==> src/logic/acc_params.svh <==
// Constants for the converter conversion control block
`ifndef ACC_PARAMS_SVH
`define ACC_PARAMS_SVH

// ****************************************************************
// Timing
// ****************************************************************
`define ACC_CLK_MHZ 250
`define ACC_CONV_TIME_NS 1000
`define ACC_RDC_EXT_TIME_NS 400
`define ACC_CONV_CYC ((`ACC_CONV_TIME_NS * `ACC_CLK_MHZ + 999) / 1000)
`define ACC_EXT_CYC ((`ACC_RDC_EXT_TIME_NS * `ACC_CLK_MHZ + 999) / 1000)
`define ACC_CNT_W 16

// ****************************************************************
// Widths
// ****************************************************************
`define ACC_DATA_W 14
`define ACC_CFG_W 8
`define ACC_SYNC_W 6
`define ACC_ADDR_W 8

// ****************************************************************
// Register map
// ****************************************************************
`define ACC_ADDR_CTRL 8'h00
`define ACC_ADDR_STATUS 8'h04
`define ACC_ADDR_RESULT 8'h08
`define ACC_ADDR_CFG 8'h0C
`define ACC_ADDR_COUNT 8'h10
`define ACC_CTRL_START_BIT 0
`define ACC_CTRL_PD_BIT 1
`define ACC_CTRL_RESET 2'h0
`define ACC_CFG_RESET 8'h00
`define ACC_TWOC_FLIP 14'h2000
`define ACC_RESP_OKAY 2'h0
`define ACC_RESP_SLVERR 2'h2

`endif

==> src/logic/acc_pkg.sv <==
// Types shared by the conversion control block
`include "acc_params.svh"
`default_nettype none

package acc_pkg;

   // ****************************************************************
   // Enumerations
   // ****************************************************************
   typedef enum logic [2:0] {
      ACC_ST_RESET = 3'h1,
      ACC_ST_IDLE = 3'h2,
      ACC_ST_CONV = 3'h4
   } acc_state_t;

   typedef enum logic [1:0] {
      ACC_RNG_0_5 = 2'h0,
      ACC_RNG_0_10 = 2'h1,
      ACC_RNG_PM5 = 2'h2,
      ACC_RNG_PM10 = 2'h3
   } acc_range_t;

   // ****************************************************************
   // Pin groups
   // ****************************************************************
   typedef struct packed {
      logic serial_parallel_select;
      logic clock_source_select;
      logic read_during_convert_select;
      logic config_source_select;
      logic output_binary_format;
      logic range_bipolar_select;
      logic range_span_select;
      logic power_down_in;
   } acc_mode_pins_t;

   typedef struct packed {
      logic config_shift_clock;
      logic config_serial_input;
      logic config_clock_edge_invert;
      logic config_port_select;
   } acc_cfg_port_t;

   typedef struct packed {
      logic [3:0] spare;
      logic obf;
      logic pd;
      logic bipolar;
      logic span;
   } acc_cfg_reg_t;

   // ****************************************************************
   // Module state
   // ****************************************************************
   typedef struct packed {
      logic [`ACC_SYNC_W-1:0] s1;
      logic [`ACC_SYNC_W-1:0] s2;
   } acc_sync_st_t;

   typedef struct packed {
      logic sclk_prev;
      acc_cfg_reg_t shreg;
   } acc_shift_st_t;

   typedef struct packed {
      acc_state_t fsm;
      logic [`ACC_CNT_W-1:0] cnt;
      logic [`ACC_DATA_W-1:0] held;
      logic [`ACC_DATA_W-1:0] result;
      logic busy;
      logic hold;
      logic oe;
      logic gclk;
      logic cnv_prev;
      logic rst_prev;
      acc_range_t range;
      logic pd_act;
      logic [1:0] ctrl;
      logic [31:0] count;
      logic aw_got;
      logic [`ACC_ADDR_W-1:0] aw_addr;
      logic w_got;
      logic [31:0] w_data;
      logic [3:0] w_strb;
      logic bvalid;
      logic [1:0] bresp;
      logic rvalid;
      logic [31:0] rdata;
      logic [1:0] rresp;
   } acc_main_st_t;

endpackage

`default_nettype wire

==> src/logic/acc_ctrl.sv <==
// Conversion control: start, busy, read gating, configuration and register slave
//
// The address map and the AXI4-Lite register port were left to the implementer.
`include "acc_params.svh"
`default_nettype none

// ****************************************************************
// Functional notes
// ****************************************************************
// Functional notes
// - Software mode: config bits shift in on configuration clock edges.
// - Edge invert input picks rising or falling shift clock edge.
// - Shifting only while config port select asserted in software mode.
// - Busy rises at conversion start, falls when result latched.
// - Serial master read-after-convert mode lengthens busy time.
// - Bipolar and span inputs select one of four input ranges.
// - Result outputs enabled only while select and read both low.
// - Slave serial mode: select gates external data clock, not config port.
// - Reset pin high holds reset and aborts conversion without result.
// - Reset falling edge zeroes result when straight binary selected.
// - Reset falling edge clears the serial configuration register.
// - Power-down finishes current conversion, then blocks new ones.
// - Digital interface stays working during power-down.
// - Convert-start falling edge enters hold and starts conversion.
// - Config source low uses shift register, high uses level pins.

module acc_ctrl (
   input wire logic clk_sys,
   input wire logic nrst,
   input wire logic [`ACC_ADDR_W-1:0] s_axi_awaddr,
   input wire logic s_axi_awvalid,
   output logic s_axi_awready,
   input wire logic [31:0] s_axi_wdata,
   input wire logic [3:0] s_axi_wstrb,
   input wire logic s_axi_wvalid,
   output logic s_axi_wready,
   output logic [1:0] s_axi_bresp,
   output logic s_axi_bvalid,
   input wire logic s_axi_bready,
   input wire logic [`ACC_ADDR_W-1:0] s_axi_araddr,
   input wire logic s_axi_arvalid,
   output logic s_axi_arready,
   output logic [31:0] s_axi_rdata,
   output logic [1:0] s_axi_rresp,
   output logic s_axi_rvalid,
   input wire logic s_axi_rready,
   input wire logic convert_start_n,
   input wire logic reset_in,
   input wire logic cs_n,
   input wire logic rd_n,
   input wire acc_pkg::acc_mode_pins_t mode_pins,
   input wire acc_pkg::acc_cfg_port_t cfg_port,
   input wire logic ext_data_clock,
   input wire logic [`ACC_DATA_W-1:0] sample_code,
   output logic busy,
   output logic sample_hold,
   output logic [`ACC_DATA_W-1:0] data_out,
   output logic data_oe,
   output logic gated_data_clock,
   output acc_pkg::acc_range_t range_sel,
   output logic power_down_active
);

   localparam int CONV_CYC_I = `ACC_CONV_CYC;
   localparam int TOT_CYC_I = `ACC_CONV_CYC + `ACC_EXT_CYC;

   acc_pkg::acc_main_st_t st_r;
   acc_pkg::acc_main_st_t st_nxt;
   acc_pkg::acc_cfg_reg_t cfg_q;
   logic [`ACC_SYNC_W-1:0] pin_raw;
   logic [`ACC_SYNC_W-1:0] pin_s;
   logic cnv_s;
   logic rst_s;
   logic pd_pin_s;
   logic sclk_s;
   logic sdin_s;
   logic ssel_s;
   logic cnv_fall;
   logic rst_fall;
   logic sw_mode;
   logic pd_eff;
   logic obf_eff;
   logic bip_eff;
   logic span_eff;
   logic ext_busy;
   logic slave_mode;
   logic wr_do;
   logic sw_start;
   logic start_req;

   // ****************************************************************
   // Decoders
   // ****************************************************************
   function automatic logic acc_addr_hit(input logic [`ACC_ADDR_W-1:0] a);
      acc_addr_hit = (a == `ACC_ADDR_CTRL) || (a == `ACC_ADDR_STATUS) || (a == `ACC_ADDR_RESULT) ||
                     (a == `ACC_ADDR_CFG) || (a == `ACC_ADDR_COUNT);
   endfunction

   function automatic acc_pkg::acc_range_t acc_range_dec(input logic bip, input logic span);
      acc_range_dec = acc_pkg::acc_range_t'({bip, span});
   endfunction

   // ****************************************************************
   // Pin synchronisation and configuration port
   // ****************************************************************
   assign pin_raw = {convert_start_n, reset_in, mode_pins.power_down_in, cfg_port.config_shift_clock,
                     cfg_port.config_serial_input, cfg_port.config_port_select};

   acc_sync u_sync (
      .clk_sys(clk_sys),
      .nrst(nrst),
      .d(pin_raw),
      .q(pin_s)
   );

   assign {cnv_s, rst_s, pd_pin_s, sclk_s, sdin_s, ssel_s} = pin_s;
   assign cnv_fall = st_r.cnv_prev & ~cnv_s;
   assign rst_fall = st_r.rst_prev & ~rst_s;
   assign sw_mode = mode_pins.serial_parallel_select & ~mode_pins.config_source_select;

   acc_cfg_shift u_cfg (
      .clk_sys(clk_sys),
      .nrst(nrst),
      .sclk(sclk_s),
      .sdin(sdin_s),
      .invert(cfg_port.config_clock_edge_invert),
      .enable(ssel_s & sw_mode),
      .clear(rst_fall),
      .cfg_q(cfg_q)
   );

   // ****************************************************************
   // Effective configuration
   // ****************************************************************
   assign pd_eff = (mode_pins.config_source_select ? pd_pin_s : cfg_q.pd) | st_r.ctrl[`ACC_CTRL_PD_BIT];
   assign obf_eff = mode_pins.config_source_select ? mode_pins.output_binary_format : cfg_q.obf;
   assign bip_eff = mode_pins.config_source_select ? mode_pins.range_bipolar_select : cfg_q.bipolar;
   assign span_eff = mode_pins.config_source_select ? mode_pins.range_span_select : cfg_q.span;
   assign ext_busy = mode_pins.serial_parallel_select & ~mode_pins.clock_source_select &
                     ~mode_pins.read_during_convert_select;
   assign slave_mode = mode_pins.serial_parallel_select & mode_pins.clock_source_select;

   assign wr_do = st_r.aw_got & st_r.w_got & ~st_r.bvalid;
   assign sw_start = wr_do & (st_r.aw_addr == `ACC_ADDR_CTRL) & st_r.w_strb[0] &
                     st_r.w_data[`ACC_CTRL_START_BIT];
   assign start_req = cnv_fall | sw_start;

   // ****************************************************************
   // Next state
   // ****************************************************************
   always_comb begin
      st_nxt = st_r;
      st_nxt.cnv_prev = cnv_s;
      st_nxt.rst_prev = rst_s;
      st_nxt.oe = ~cs_n & ~rd_n;
      st_nxt.gclk = ext_data_clock & ~cs_n & slave_mode;
      st_nxt.range = acc_range_dec(bip_eff, span_eff);
      st_nxt.pd_act = pd_eff;
      case (st_r.fsm)
         acc_pkg::ACC_ST_RESET: begin
            if (!rst_s) begin
               st_nxt.fsm = acc_pkg::ACC_ST_IDLE;
            end
         end
         acc_pkg::ACC_ST_IDLE: begin
            if (start_req && !pd_eff) begin
               st_nxt.fsm = acc_pkg::ACC_ST_CONV;
               st_nxt.busy = 1'b1;
               st_nxt.hold = 1'b1;
               st_nxt.held = sample_code;
               st_nxt.cnt = ext_busy ? `ACC_CNT_W'(TOT_CYC_I) : `ACC_CNT_W'(CONV_CYC_I);
            end
         end
         acc_pkg::ACC_ST_CONV: begin
            if (st_r.cnt == `ACC_CNT_W'(1)) begin
               st_nxt.fsm = acc_pkg::ACC_ST_IDLE;
               st_nxt.busy = 1'b0;
               st_nxt.hold = 1'b0;
               st_nxt.result = obf_eff ? st_r.held : (st_r.held ^ `ACC_TWOC_FLIP);
               st_nxt.count = st_r.count + 32'h1;
            end else begin
               st_nxt.cnt = st_r.cnt - `ACC_CNT_W'(1);
            end
         end
         default: begin
            st_nxt.fsm = acc_pkg::ACC_ST_RESET;
            st_nxt.busy = 1'b0;
            st_nxt.hold = 1'b0;
         end
      endcase
      if (rst_s) begin
         st_nxt.fsm = acc_pkg::ACC_ST_RESET;
         st_nxt.busy = 1'b0;
         st_nxt.hold = 1'b0;
         st_nxt.result = st_r.result;
         st_nxt.count = st_r.count;
      end
      if (rst_fall && obf_eff) begin
         st_nxt.result = '0;
      end
      // Write channel: address and data taken in either order
      if (s_axi_awvalid && !st_r.aw_got && !st_r.bvalid) begin
         st_nxt.aw_got = 1'b1;
         st_nxt.aw_addr = s_axi_awaddr;
      end
      if (s_axi_wvalid && !st_r.w_got && !st_r.bvalid) begin
         st_nxt.w_got = 1'b1;
         st_nxt.w_data = s_axi_wdata;
         st_nxt.w_strb = s_axi_wstrb;
      end
      if (wr_do) begin
         st_nxt.aw_got = 1'b0;
         st_nxt.w_got = 1'b0;
         st_nxt.bvalid = 1'b1;
         st_nxt.bresp = acc_addr_hit(st_r.aw_addr) ? `ACC_RESP_OKAY : `ACC_RESP_SLVERR;
         if (st_r.aw_addr == `ACC_ADDR_CTRL && st_r.w_strb[0]) begin
            st_nxt.ctrl = {st_r.w_data[`ACC_CTRL_PD_BIT], 1'b0};
         end
      end
      if (st_r.bvalid && s_axi_bready) begin
         st_nxt.bvalid = 1'b0;
      end
      // Read channel, live during power-down as well
      if (s_axi_arvalid && !st_r.rvalid) begin
         st_nxt.rvalid = 1'b1;
         st_nxt.rresp = acc_addr_hit(s_axi_araddr) ? `ACC_RESP_OKAY : `ACC_RESP_SLVERR;
         case (s_axi_araddr)
            `ACC_ADDR_CTRL: st_nxt.rdata = {30'h0, st_r.ctrl};
            `ACC_ADDR_STATUS: st_nxt.rdata = {24'h0, st_r.pd_act, st_r.range, st_r.hold, st_r.busy, st_r.fsm};
            `ACC_ADDR_RESULT: st_nxt.rdata = {18'h0, st_r.result};
            `ACC_ADDR_CFG: st_nxt.rdata = {24'h0, cfg_q};
            `ACC_ADDR_COUNT: st_nxt.rdata = st_r.count;
            default: st_nxt.rdata = 32'h0;
         endcase
      end else if (st_r.rvalid && s_axi_rready) begin
         st_nxt.rvalid = 1'b0;
      end
   end

   always_ff @(posedge clk_sys or negedge nrst) begin
      if (!nrst) begin
         st_r <= '0;
         st_r.fsm <= acc_pkg::ACC_ST_IDLE;
         st_r.ctrl <= `ACC_CTRL_RESET;
      end else begin
         st_r <= st_nxt;
      end
   end

   // ****************************************************************
   // Outputs
   // ****************************************************************
   assign s_axi_awready = ~st_r.aw_got & ~st_r.bvalid;
   assign s_axi_wready = ~st_r.w_got & ~st_r.bvalid;
   assign s_axi_bvalid = st_r.bvalid;
   assign s_axi_bresp = st_r.bresp;
   assign s_axi_arready = ~st_r.rvalid;
   assign s_axi_rvalid = st_r.rvalid;
   assign s_axi_rdata = st_r.rdata;
   assign s_axi_rresp = st_r.rresp;
   assign busy = st_r.busy;
   assign sample_hold = st_r.hold;
   assign data_out = st_r.result;
   assign data_oe = st_r.oe;
   assign gated_data_clock = st_r.gclk;
   assign range_sel = st_r.range;
   assign power_down_active = st_r.pd_act;

   // ****************************************************************
   // Checks
   // ****************************************************************
   logic [`ACC_CNT_W-1:0] bcnt_r;

   always_ff @(posedge clk_sys or negedge nrst) begin
      if (!nrst) begin
         bcnt_r <= '0;
      end else begin
         bcnt_r <= busy ? bcnt_r + `ACC_CNT_W'(1) : '0;
      end
   end
endmodule

`default_nettype wire

==> src/logic/acc_sync.sv <==
// Two-stage synchroniser for the asynchronous control pins
`include "acc_params.svh"
`default_nettype none

module acc_sync (
   input wire logic clk_sys,
   input wire logic nrst,
   input wire logic [`ACC_SYNC_W-1:0] d,
   output logic [`ACC_SYNC_W-1:0] q
);

   acc_pkg::acc_sync_st_t st_r;
   acc_pkg::acc_sync_st_t st_nxt;

   // ****************************************************************
   // Two flops, only the second is visible
   // ****************************************************************
   always_comb begin
      st_nxt = st_r;
      st_nxt.s1 = d;
      st_nxt.s2 = st_r.s1;
   end

   always_ff @(posedge clk_sys or negedge nrst) begin
      if (!nrst) begin
         st_r <= '0;
      end else begin
         st_r <= st_nxt;
      end
   end

   assign q = st_r.s2;

endmodule

`default_nettype wire

==> src/logic/acc_cfg_shift.sv <==
// Serial configuration shift register
`include "acc_params.svh"
`default_nettype none

module acc_cfg_shift (
   input wire logic clk_sys,
   input wire logic nrst,
   input wire logic sclk,
   input wire logic sdin,
   input wire logic invert,
   input wire logic enable,
   input wire logic clear,
   output acc_pkg::acc_cfg_reg_t cfg_q
);

   acc_pkg::acc_shift_st_t st_r;
   acc_pkg::acc_shift_st_t st_nxt;
   logic edge_hit;

   // ****************************************************************
   // Edge select and shift
   // ****************************************************************
   assign edge_hit = invert ? (st_r.sclk_prev & ~sclk) : (~st_r.sclk_prev & sclk);

   always_comb begin
      st_nxt = st_r;
      st_nxt.sclk_prev = sclk;
      if (clear) begin
         st_nxt.shreg = `ACC_CFG_RESET;
      end else if (enable && edge_hit) begin
         st_nxt.shreg = {st_r.shreg[`ACC_CFG_W-2:0], sdin};
      end
   end

   always_ff @(posedge clk_sys or negedge nrst) begin
      if (!nrst) begin
         st_r <= '0;
      end else begin
         st_r <= st_nxt;
      end
   end

   assign cfg_q = st_r.shreg;
endmodule

`default_nettype wire

==> config.mk <==
export PLATFORM = sky130hd
export DESIGN_NAME = acc_ctrl
export DESIGN_NICKNAME = d
export VERILOG_FILES = /design/src/logic/acc_pkg.sv /design/src/logic/acc_ctrl.sv /design/src/logic/acc_sync.sv /design/src/logic/acc_cfg_shift.sv
export VERILOG_INCLUDE_DIRS = /design/src /design/src/logic
export SDC_FILE = /design/constraint.sdc
export NUM_CORES = 1
export LEC_CHECK = 0
export BUFFER_PORTS_ARGS = -buffer_cell sky130_fd_sc_hd__buf_2
export CAP_MARGIN = 20
export CORE_ASPECT_RATIO = 1.1
export CORE_MARGIN = 3
export CORE_UTILIZATION = 51
export CTS_BUF_LIST = sky130_fd_sc_hd__clkbuf_4
export CTS_CLUSTER_SIZE = 20
export DETAILED_ROUTE_END_ITERATION = 12
export MAX_ROUTING_LAYER = met4
export PLACE_DENSITY = 0.82
export SLEW_MARGIN = 20
export SYNTH_ARGS = -nofsm -noshare
export SYNTH_HDL_FRONTEND = slang
export SYNTH_HIERARCHICAL = 1
export SYNTH_SLANG_ARGS = --single-unit
==> constraint.sdc <==
create_clock -name clk_sys -period 2.15 [get_ports clk_sys]
set_input_delay 0.215 -clock clk_sys [delete_from_list [all_inputs] [get_ports clk_sys]]
set_output_delay 0.215 -clock clk_sys [all_outputs]
set_load 0.1 [all_outputs]
After elaboration in Yosys (flattened, before gate mapping)
Index checks and enable logic that the tools add are counted.
{"block": "classes", "addsub": 2, "n_eq_ne": 18, "muxes": 32, "n_bitwise": 35, "n_reduce_logical": 41}
{"cell": "$pmux 32 s5", "n": 1}
{"cell": "$mux 16", "n": 3}
{"cell": "$mux 14", "n": 3}
{"cell": "$mux 37", "n": 1}
{"cell": "$mux 33", "n": 1}
{"cell": "$add 32x1->32 const B", "n": 1}
{"cell": "$eq 8x4->1 const B", "n": 4}
{"cell": "$pmux 16 s2", "n": 1}
{"cell": "$and 1x1->1", "n": 19}
{"cell": "$mux 9", "n": 2}
{"cell": "$eq 16x1->1 const B", "n": 1}
{"cell": "$eq 8x3->1 const B", "n": 2}
{"cell": "$eq 8x5->1 const B", "n": 2}
{"cell": "$logic_not 8->1", "n": 2}
{"cell": "$mux 8", "n": 2}
{"cell": "$reduce_bool 2->1", "n": 8}
{"cell": "$sub 16x1->16 const B", "n": 1}
{"cell": "$not 1->1", "n": 14}
{"cell": "$reduce_and 3->1", "n": 4}
{"cell": "$logic_and 1x1->1", "n": 11}
{"cell": "$mux 1", "n": 10}
{"cell": "$mux 3", "n": 3}
{"cell": "$pmux 3 s3", "n": 1}
{"cell": "$logic_or 1x1->1", "n": 8}
{"cell": "other kinds (11)", "n": 23}
{"block": "totals", "reg_bits": 194, "in_bits": 90, "out_inout_bits": 62, "wordCells": 160}

Logic depth before layout (Yosys ltp)
{"block": "depth", "word_depth": 11, "mapped_depth": 9, "depth_no_buf": 7}

Modules after synthesis
The synthesis kept the hierarchy.
{"module": "acc_ctrl", "n_inst": 1, "cells_per_inst": 669, "area_per_inst_um2": 6681.4, "seq_area_each_um2": 3429.5}
{"module": "acc_cfg_shift", "n_inst": 1, "cells_per_inst": 39, "area_per_inst_um2": 466.7, "seq_area_each_um2": 225.2}
{"module": "acc_sync", "n_inst": 1, "cells_per_inst": 12, "area_per_inst_um2": 300.3, "seq_area_each_um2": 300.3}

Least setup slack after synthesis
Ideal clock, no wire load.
{"block": "synth_timing", "kind": "register -> register", "start": "register st_r, in the netlist s_axi_bvalid", "end": "register st_r[75] (netlist name)", "setup_ps": 125, "t_arrival_ps": 3128, "required_ps": 2025, "slack_ps": -1103, "path_stages_with_launch": 5, "path_buffers": 1, "period_less_slack_ps": 3253, "path_cell_list": "dfrtp_1 > nor2_1 > and2_1 > clkbuf_1 > mux2_2"}
{"block": "synth_between", "elab_chain_cells": 2}
{"element": "start: declaration", "line": "acc_ctrl.sv:67", "source": "acc_pkg::acc_main_st_t st_r;"}
{"element": "start signal: assignment", "line": "acc_ctrl.sv:246", "source": "st_r <= st_nxt;"}
{"element": "$logic_not 1->1", "line": "acc_ctrl.sv:202", "source": "if (s_axi_awvalid && !st_r.aw_got && !st_r.bvalid) begin"}
{"element": "$logic_and 1x1->1", "line": "acc_ctrl.sv:202"}
Every way passes these cells.
A chain may end at the register's enable or synchronous reset.

Worst setup path after layout
{"block": "layout_timing", "start": "register st_r[79] (netlist name)", "end": "register st_r[150] (netlist name)"}
{"block": "layout_between", "elab_chain_cells": 7}
{"element": "$logic_not 8->1 (no line)"}
{"element": "$and 1x1->1 (3 in series)", "line": "acc_ctrl.sv:144", "source": "assign sw_start = wr_do & (st_r.aw_addr == `ACC_ADDR_CTRL) & st_r.w_strb[0] &"}
{"element": "$or 1x1->1", "line": "acc_ctrl.sv:146", "source": "assign start_req = cnv_fall | sw_start;"}
{"element": "$logic_and 1x1->1", "line": "acc_ctrl.sv:166", "source": "if (start_req && !pd_eff) begin"}
{"element": "$reduce_and 2->1 (no line)"}
Every way passes these cells.

==> run_results.csv <==
group,metric,value,unit
critical_path,reg2reg_from,"st_r[79]",
yosys,avgSynthCellArea,10.3,µm²
sta,finalWorstSetupSlack,-0.293,ns
critical_path,path_cells,"or4b_4, or4_4, a211oi_4, buf_6, buf_12, mux2_2",
yosys,synth_top_cells_by_area,"dfrtp_1, buf_4, nand2_1",
floorplan,initial_utilization,52.9,%
sta,worstMarginPinSlew,0.549,ns
detailed_routing,dr_wl_met2,8.92,mm
floorplan,die_x,121,µm
power_and_ir_drop,p_sw,2.54,mW
yosys,synthCells,720,
sta,rsz0062_at_grt,"yes",
yosys,syn_area,7450,µm²
yosys,muxShareOfSynthArea,6.79,%
floorplan,dieArea,16100,µm²
yosys,synth_top_area_cell,"dfrtp_1",
sta,finalHoldViolations,0,
detailed_routing,drc_errors,0,
critical_path,cp-start-kind,"flip-flop",
grt,first_global_vias,5661,
power_and_ir_drop,p_int,4.98,mW
detailed_routing,wl_met3,885,µm
clocking,cts_buffers,17,
status,violations,"negative setup slack",
critical_path,max_stage_delay,0.54,ns
grt,grt_pass1_wl,27.5,mm
critical_path,worstSetupEndpointType,"flip-flop",
grt,grt_antenna_before_repair,0,
grt,grt_max_degree,51,
yosys,yosysWarnings,6,
critical_path,worstPathRequired,2.60,ns
final_layout,diodes,0,
critical_path,cp_max_fo,11,
power_and_ir_drop,peakVddDrop,909,µV
power_and_ir_drop,p_leak,4.25,nW
clocking,clkSinkCount,158,
sta,setup_tns,-7.82,ns
yosys,synth_cell_type_count,60,
placement,portBuffers,116,
yosys,synth_edf_count,0,
detailed_routing,routedWlPerCell,15.9,µm
yosys,synth_adder_area_share,0.504,%
detailed_routing,m1WireLength,6.75,mm
worst_hold_path,hold_path.class,"in -> reg",
yosys,synth_compound_area_share,10.3,%
yosys,synth-simple-area-share,16.5,%
yosys,ys_ff_latch,158,
floorplan,core_area,14100,µm²
sta,fin_hold_ws,0.0513,ns
floorplan,num_rows,45,
critical_path,critical-path-slowest-cell,"or4b_4",
placement,post-place-ws,-0.272,ns
sta,setup_viol,33,
sta,skew,0.0154,ns
detailed_routing,avgViaCountPerCell,5.35,
sta,slew_headroom,63.3,%
detailed_routing,drt_pass1_iterations,5,
sta,finalCritPeriodShare,114,%
final_layout,final_cell_mix,"dfrtp_1, buf_2, nand2_1",
final_layout,fin_nets,956,
final_layout,layout.cells.non_filler,1064,
floorplan,pin_count,152,
detailed_routing,ant_nets,0,
power_and_ir_drop,power_density,838,nW/µm²
power_and_ir_drop,power_frac_clock,23.5,%
power_and_ir_drop,swShare,33.8,%
status,status,"finished, violations left",
clocking,clock_path_buffers,2,
yosys,synth_top_family_by_area,"simple AND/OR/NAND/NOR gates",
clocking,insertion_delay,0.56,ns
clocking,htree_levels,4,
yosys,yosys_most_used_dff,"dfrtp_1",
sta,min_period,2.44,ns
critical_path,worst-setup-path-type,"reg -> reg",
detailed_routing,drtIter0Drc,284,
final_layout,area_growth,20.5,%
clocking,path_clk_slew,0.12,ns
power_and_ir_drop,finalPower,7.52,mW
critical_path,critPathLaunch,"st_r[79]",
sta,slew_viol_final,0,
floorplan,fp.dieH,133,µm
final_layout,n_fill_cell,1113,
sta,max_freq,409,MHz
yosys,yosysTopAreaCellShare,52.7,%
placement,hpwl,11.6,mm
power_and_ir_drop,combPwrFrac,26.6,%
detailed_routing,drt-total-wl,16.9,mm
final_layout,final_common_cell,"dfrtp_1",
clocking,cts_root_buf,"clkbuf_4",
final_layout,drive_above_1_share,30.0,%
placement,dpl.cell_count,982,
critical_path,crit_arrival,2.89,ns
flow_run,max_cap_viol_count,0,
clocking,tritoncts,"yes",
placement,gp_congestion,0.868,
power_and_ir_drop,seq_power_share,49.9,%
grt,globalRoute.totalOverflow,0,
yosys,synthArstFlopShare,100,%
yosys,synth-seq-area-share,53.1,%
detailed_routing,routed-via-count,5695,
yosys,synthXorXnorAreaFrac,3.76,%
detailed_routing,dr.max_layer_used,"met4",
worst_hold_path,hp-start,"s_axi_wvalid",
grt,grt_use_total,22.1,%
## layer usage
metal  GRT usage (%)  vias to the layer above
met5               -                        -
met1            26.3                     2776
met3            4.62                       23
li1                -                     2721
met2            37.4                      175
met4            7.41                        0
## registers in the layout, summed over array words and instances (netlist names)
| signal | count |
|---|---|
| range_sel | 2 |
| s_axi_bvalid | 1 |
| data_oe | 1 |
| st_r | 81 |
| power_down_active | 1 |
| u_cfg/st_r | 1 |
| u_sync/st_nxt | 6 |
| s_axi_bresp | 1 |
| s_axi_rvalid | 1 |
| busy | 1 |
| data_out | 14 |
| u_sync/q | 6 |
| gated_data_clock | 1 |
| s_axi_rresp | 1 |
| s_axi_rdata | 32 |
| u_cfg/cfg_q | 8 |
## stage by stage
stage | util, % | area (µm²)
2_1_floorplan | - | 7480
3_3_place_gp | 57.6 | 8110
3_5_place_dp | 57.6 | 8110
4_1_cts | 63.0 | 8870
5_1_grt | 63.8 | 8980
6_report | 63.8 | 8980
## cells by family after synthesis
| kind of cell | count (synthesis) |
|---|---|
| simple gates | 249 |
| flops | 158 |
| compound gates | 123 |
| buf+inv | 109 |
| mux | 45 |
| xor+xnor | 32 |
| fa+ha+maj | 3 |
| other cells | 1 |
## synth_stat cells, drive strengths merged, types with 2 or more instances
cell / instances
dfrtp: 157
nand2: 105
buf: 67
o21ai: 43
mux2: 34
nor2: 32
a21oi: 30
clkbuf: 24
nor3: 21
xor2: 20
inv: 18
nand2b: 15
a22oi: 14
and3: 13
nand3: 12
xnor2: 12
mux2i: 10
nand4: 9
a31oi: 8
nor4: 8
a22o: 7
nor2b: 6
nor3b: 6
and2: 4
o22ai: 4
ha: 3
nor4b: 3
o31ai: 3
or4: 3
a21o: 2
and4: 2
o21a: 2
o2bb2ai: 2
or3: 2
or3b: 2
or4b: 2
## worst max-delay path: cells and delay by family (launching register included)
| kind | cells | cell delay, ns |
|---|---|---|
| and+or+nand+nor | 2 | 1.06 |
| muxes | 1 | 0.34 |
| AOI/OAI and AO/OA | 1 | 0.23 |
| DFF | 1 | 0.40 |
| buffers and inverters | 2 | 0.30 |
## area by class of cell
type	instances	area [µm²]	share of cell area [%]
flip-flops and latches	158	3960	44.1
multi-input cells	454	2930	32.7
repair buffers	214	1500	16.7
well taps	188	235	2.62
clock inverters	14	144	1.60
clock buffers	18	135	1.51
inverters	18	71.3	0.794
## final timing paths
check,depth (start not counted),to,slack (ns)
hold / removal,3,st_r[74],0.05
hold reg to reg,0,u_sync/q[1],0.36
setup / recovery,6,st_r[150],-0.29
max in group asynchronous,3,st_r[92],1.28
min in group asynchronous,2,st_r[105],0.15
setup reg to reg,6,st_r[150],-0.29
## what timing repair did
action,4_1_cts,5_1_grt
endpoints found under the hold margin,138,0
pin swaps,3,0
hold buffers,45,0
gates cloned,0,1
setup endpoints to repair,33,48
resized for setup,7,16
setup buffers,1,3
## power by group through the flow
stage / registers (mW) / logic (mW) / clock network [mW]
CTS: 3.74 / 1.95 / 1.81
finish: 3.75 / 2.00 / 1.77
floorplan: 3.86 / 1.20 / 0
detailed placement: 3.79 / 1.87 / 0
global route: 3.81 / 2.16 / 1.93
global placement: 3.77 / 1.83 / 0
No activity file was read; power rests on OpenSTA's default activity.
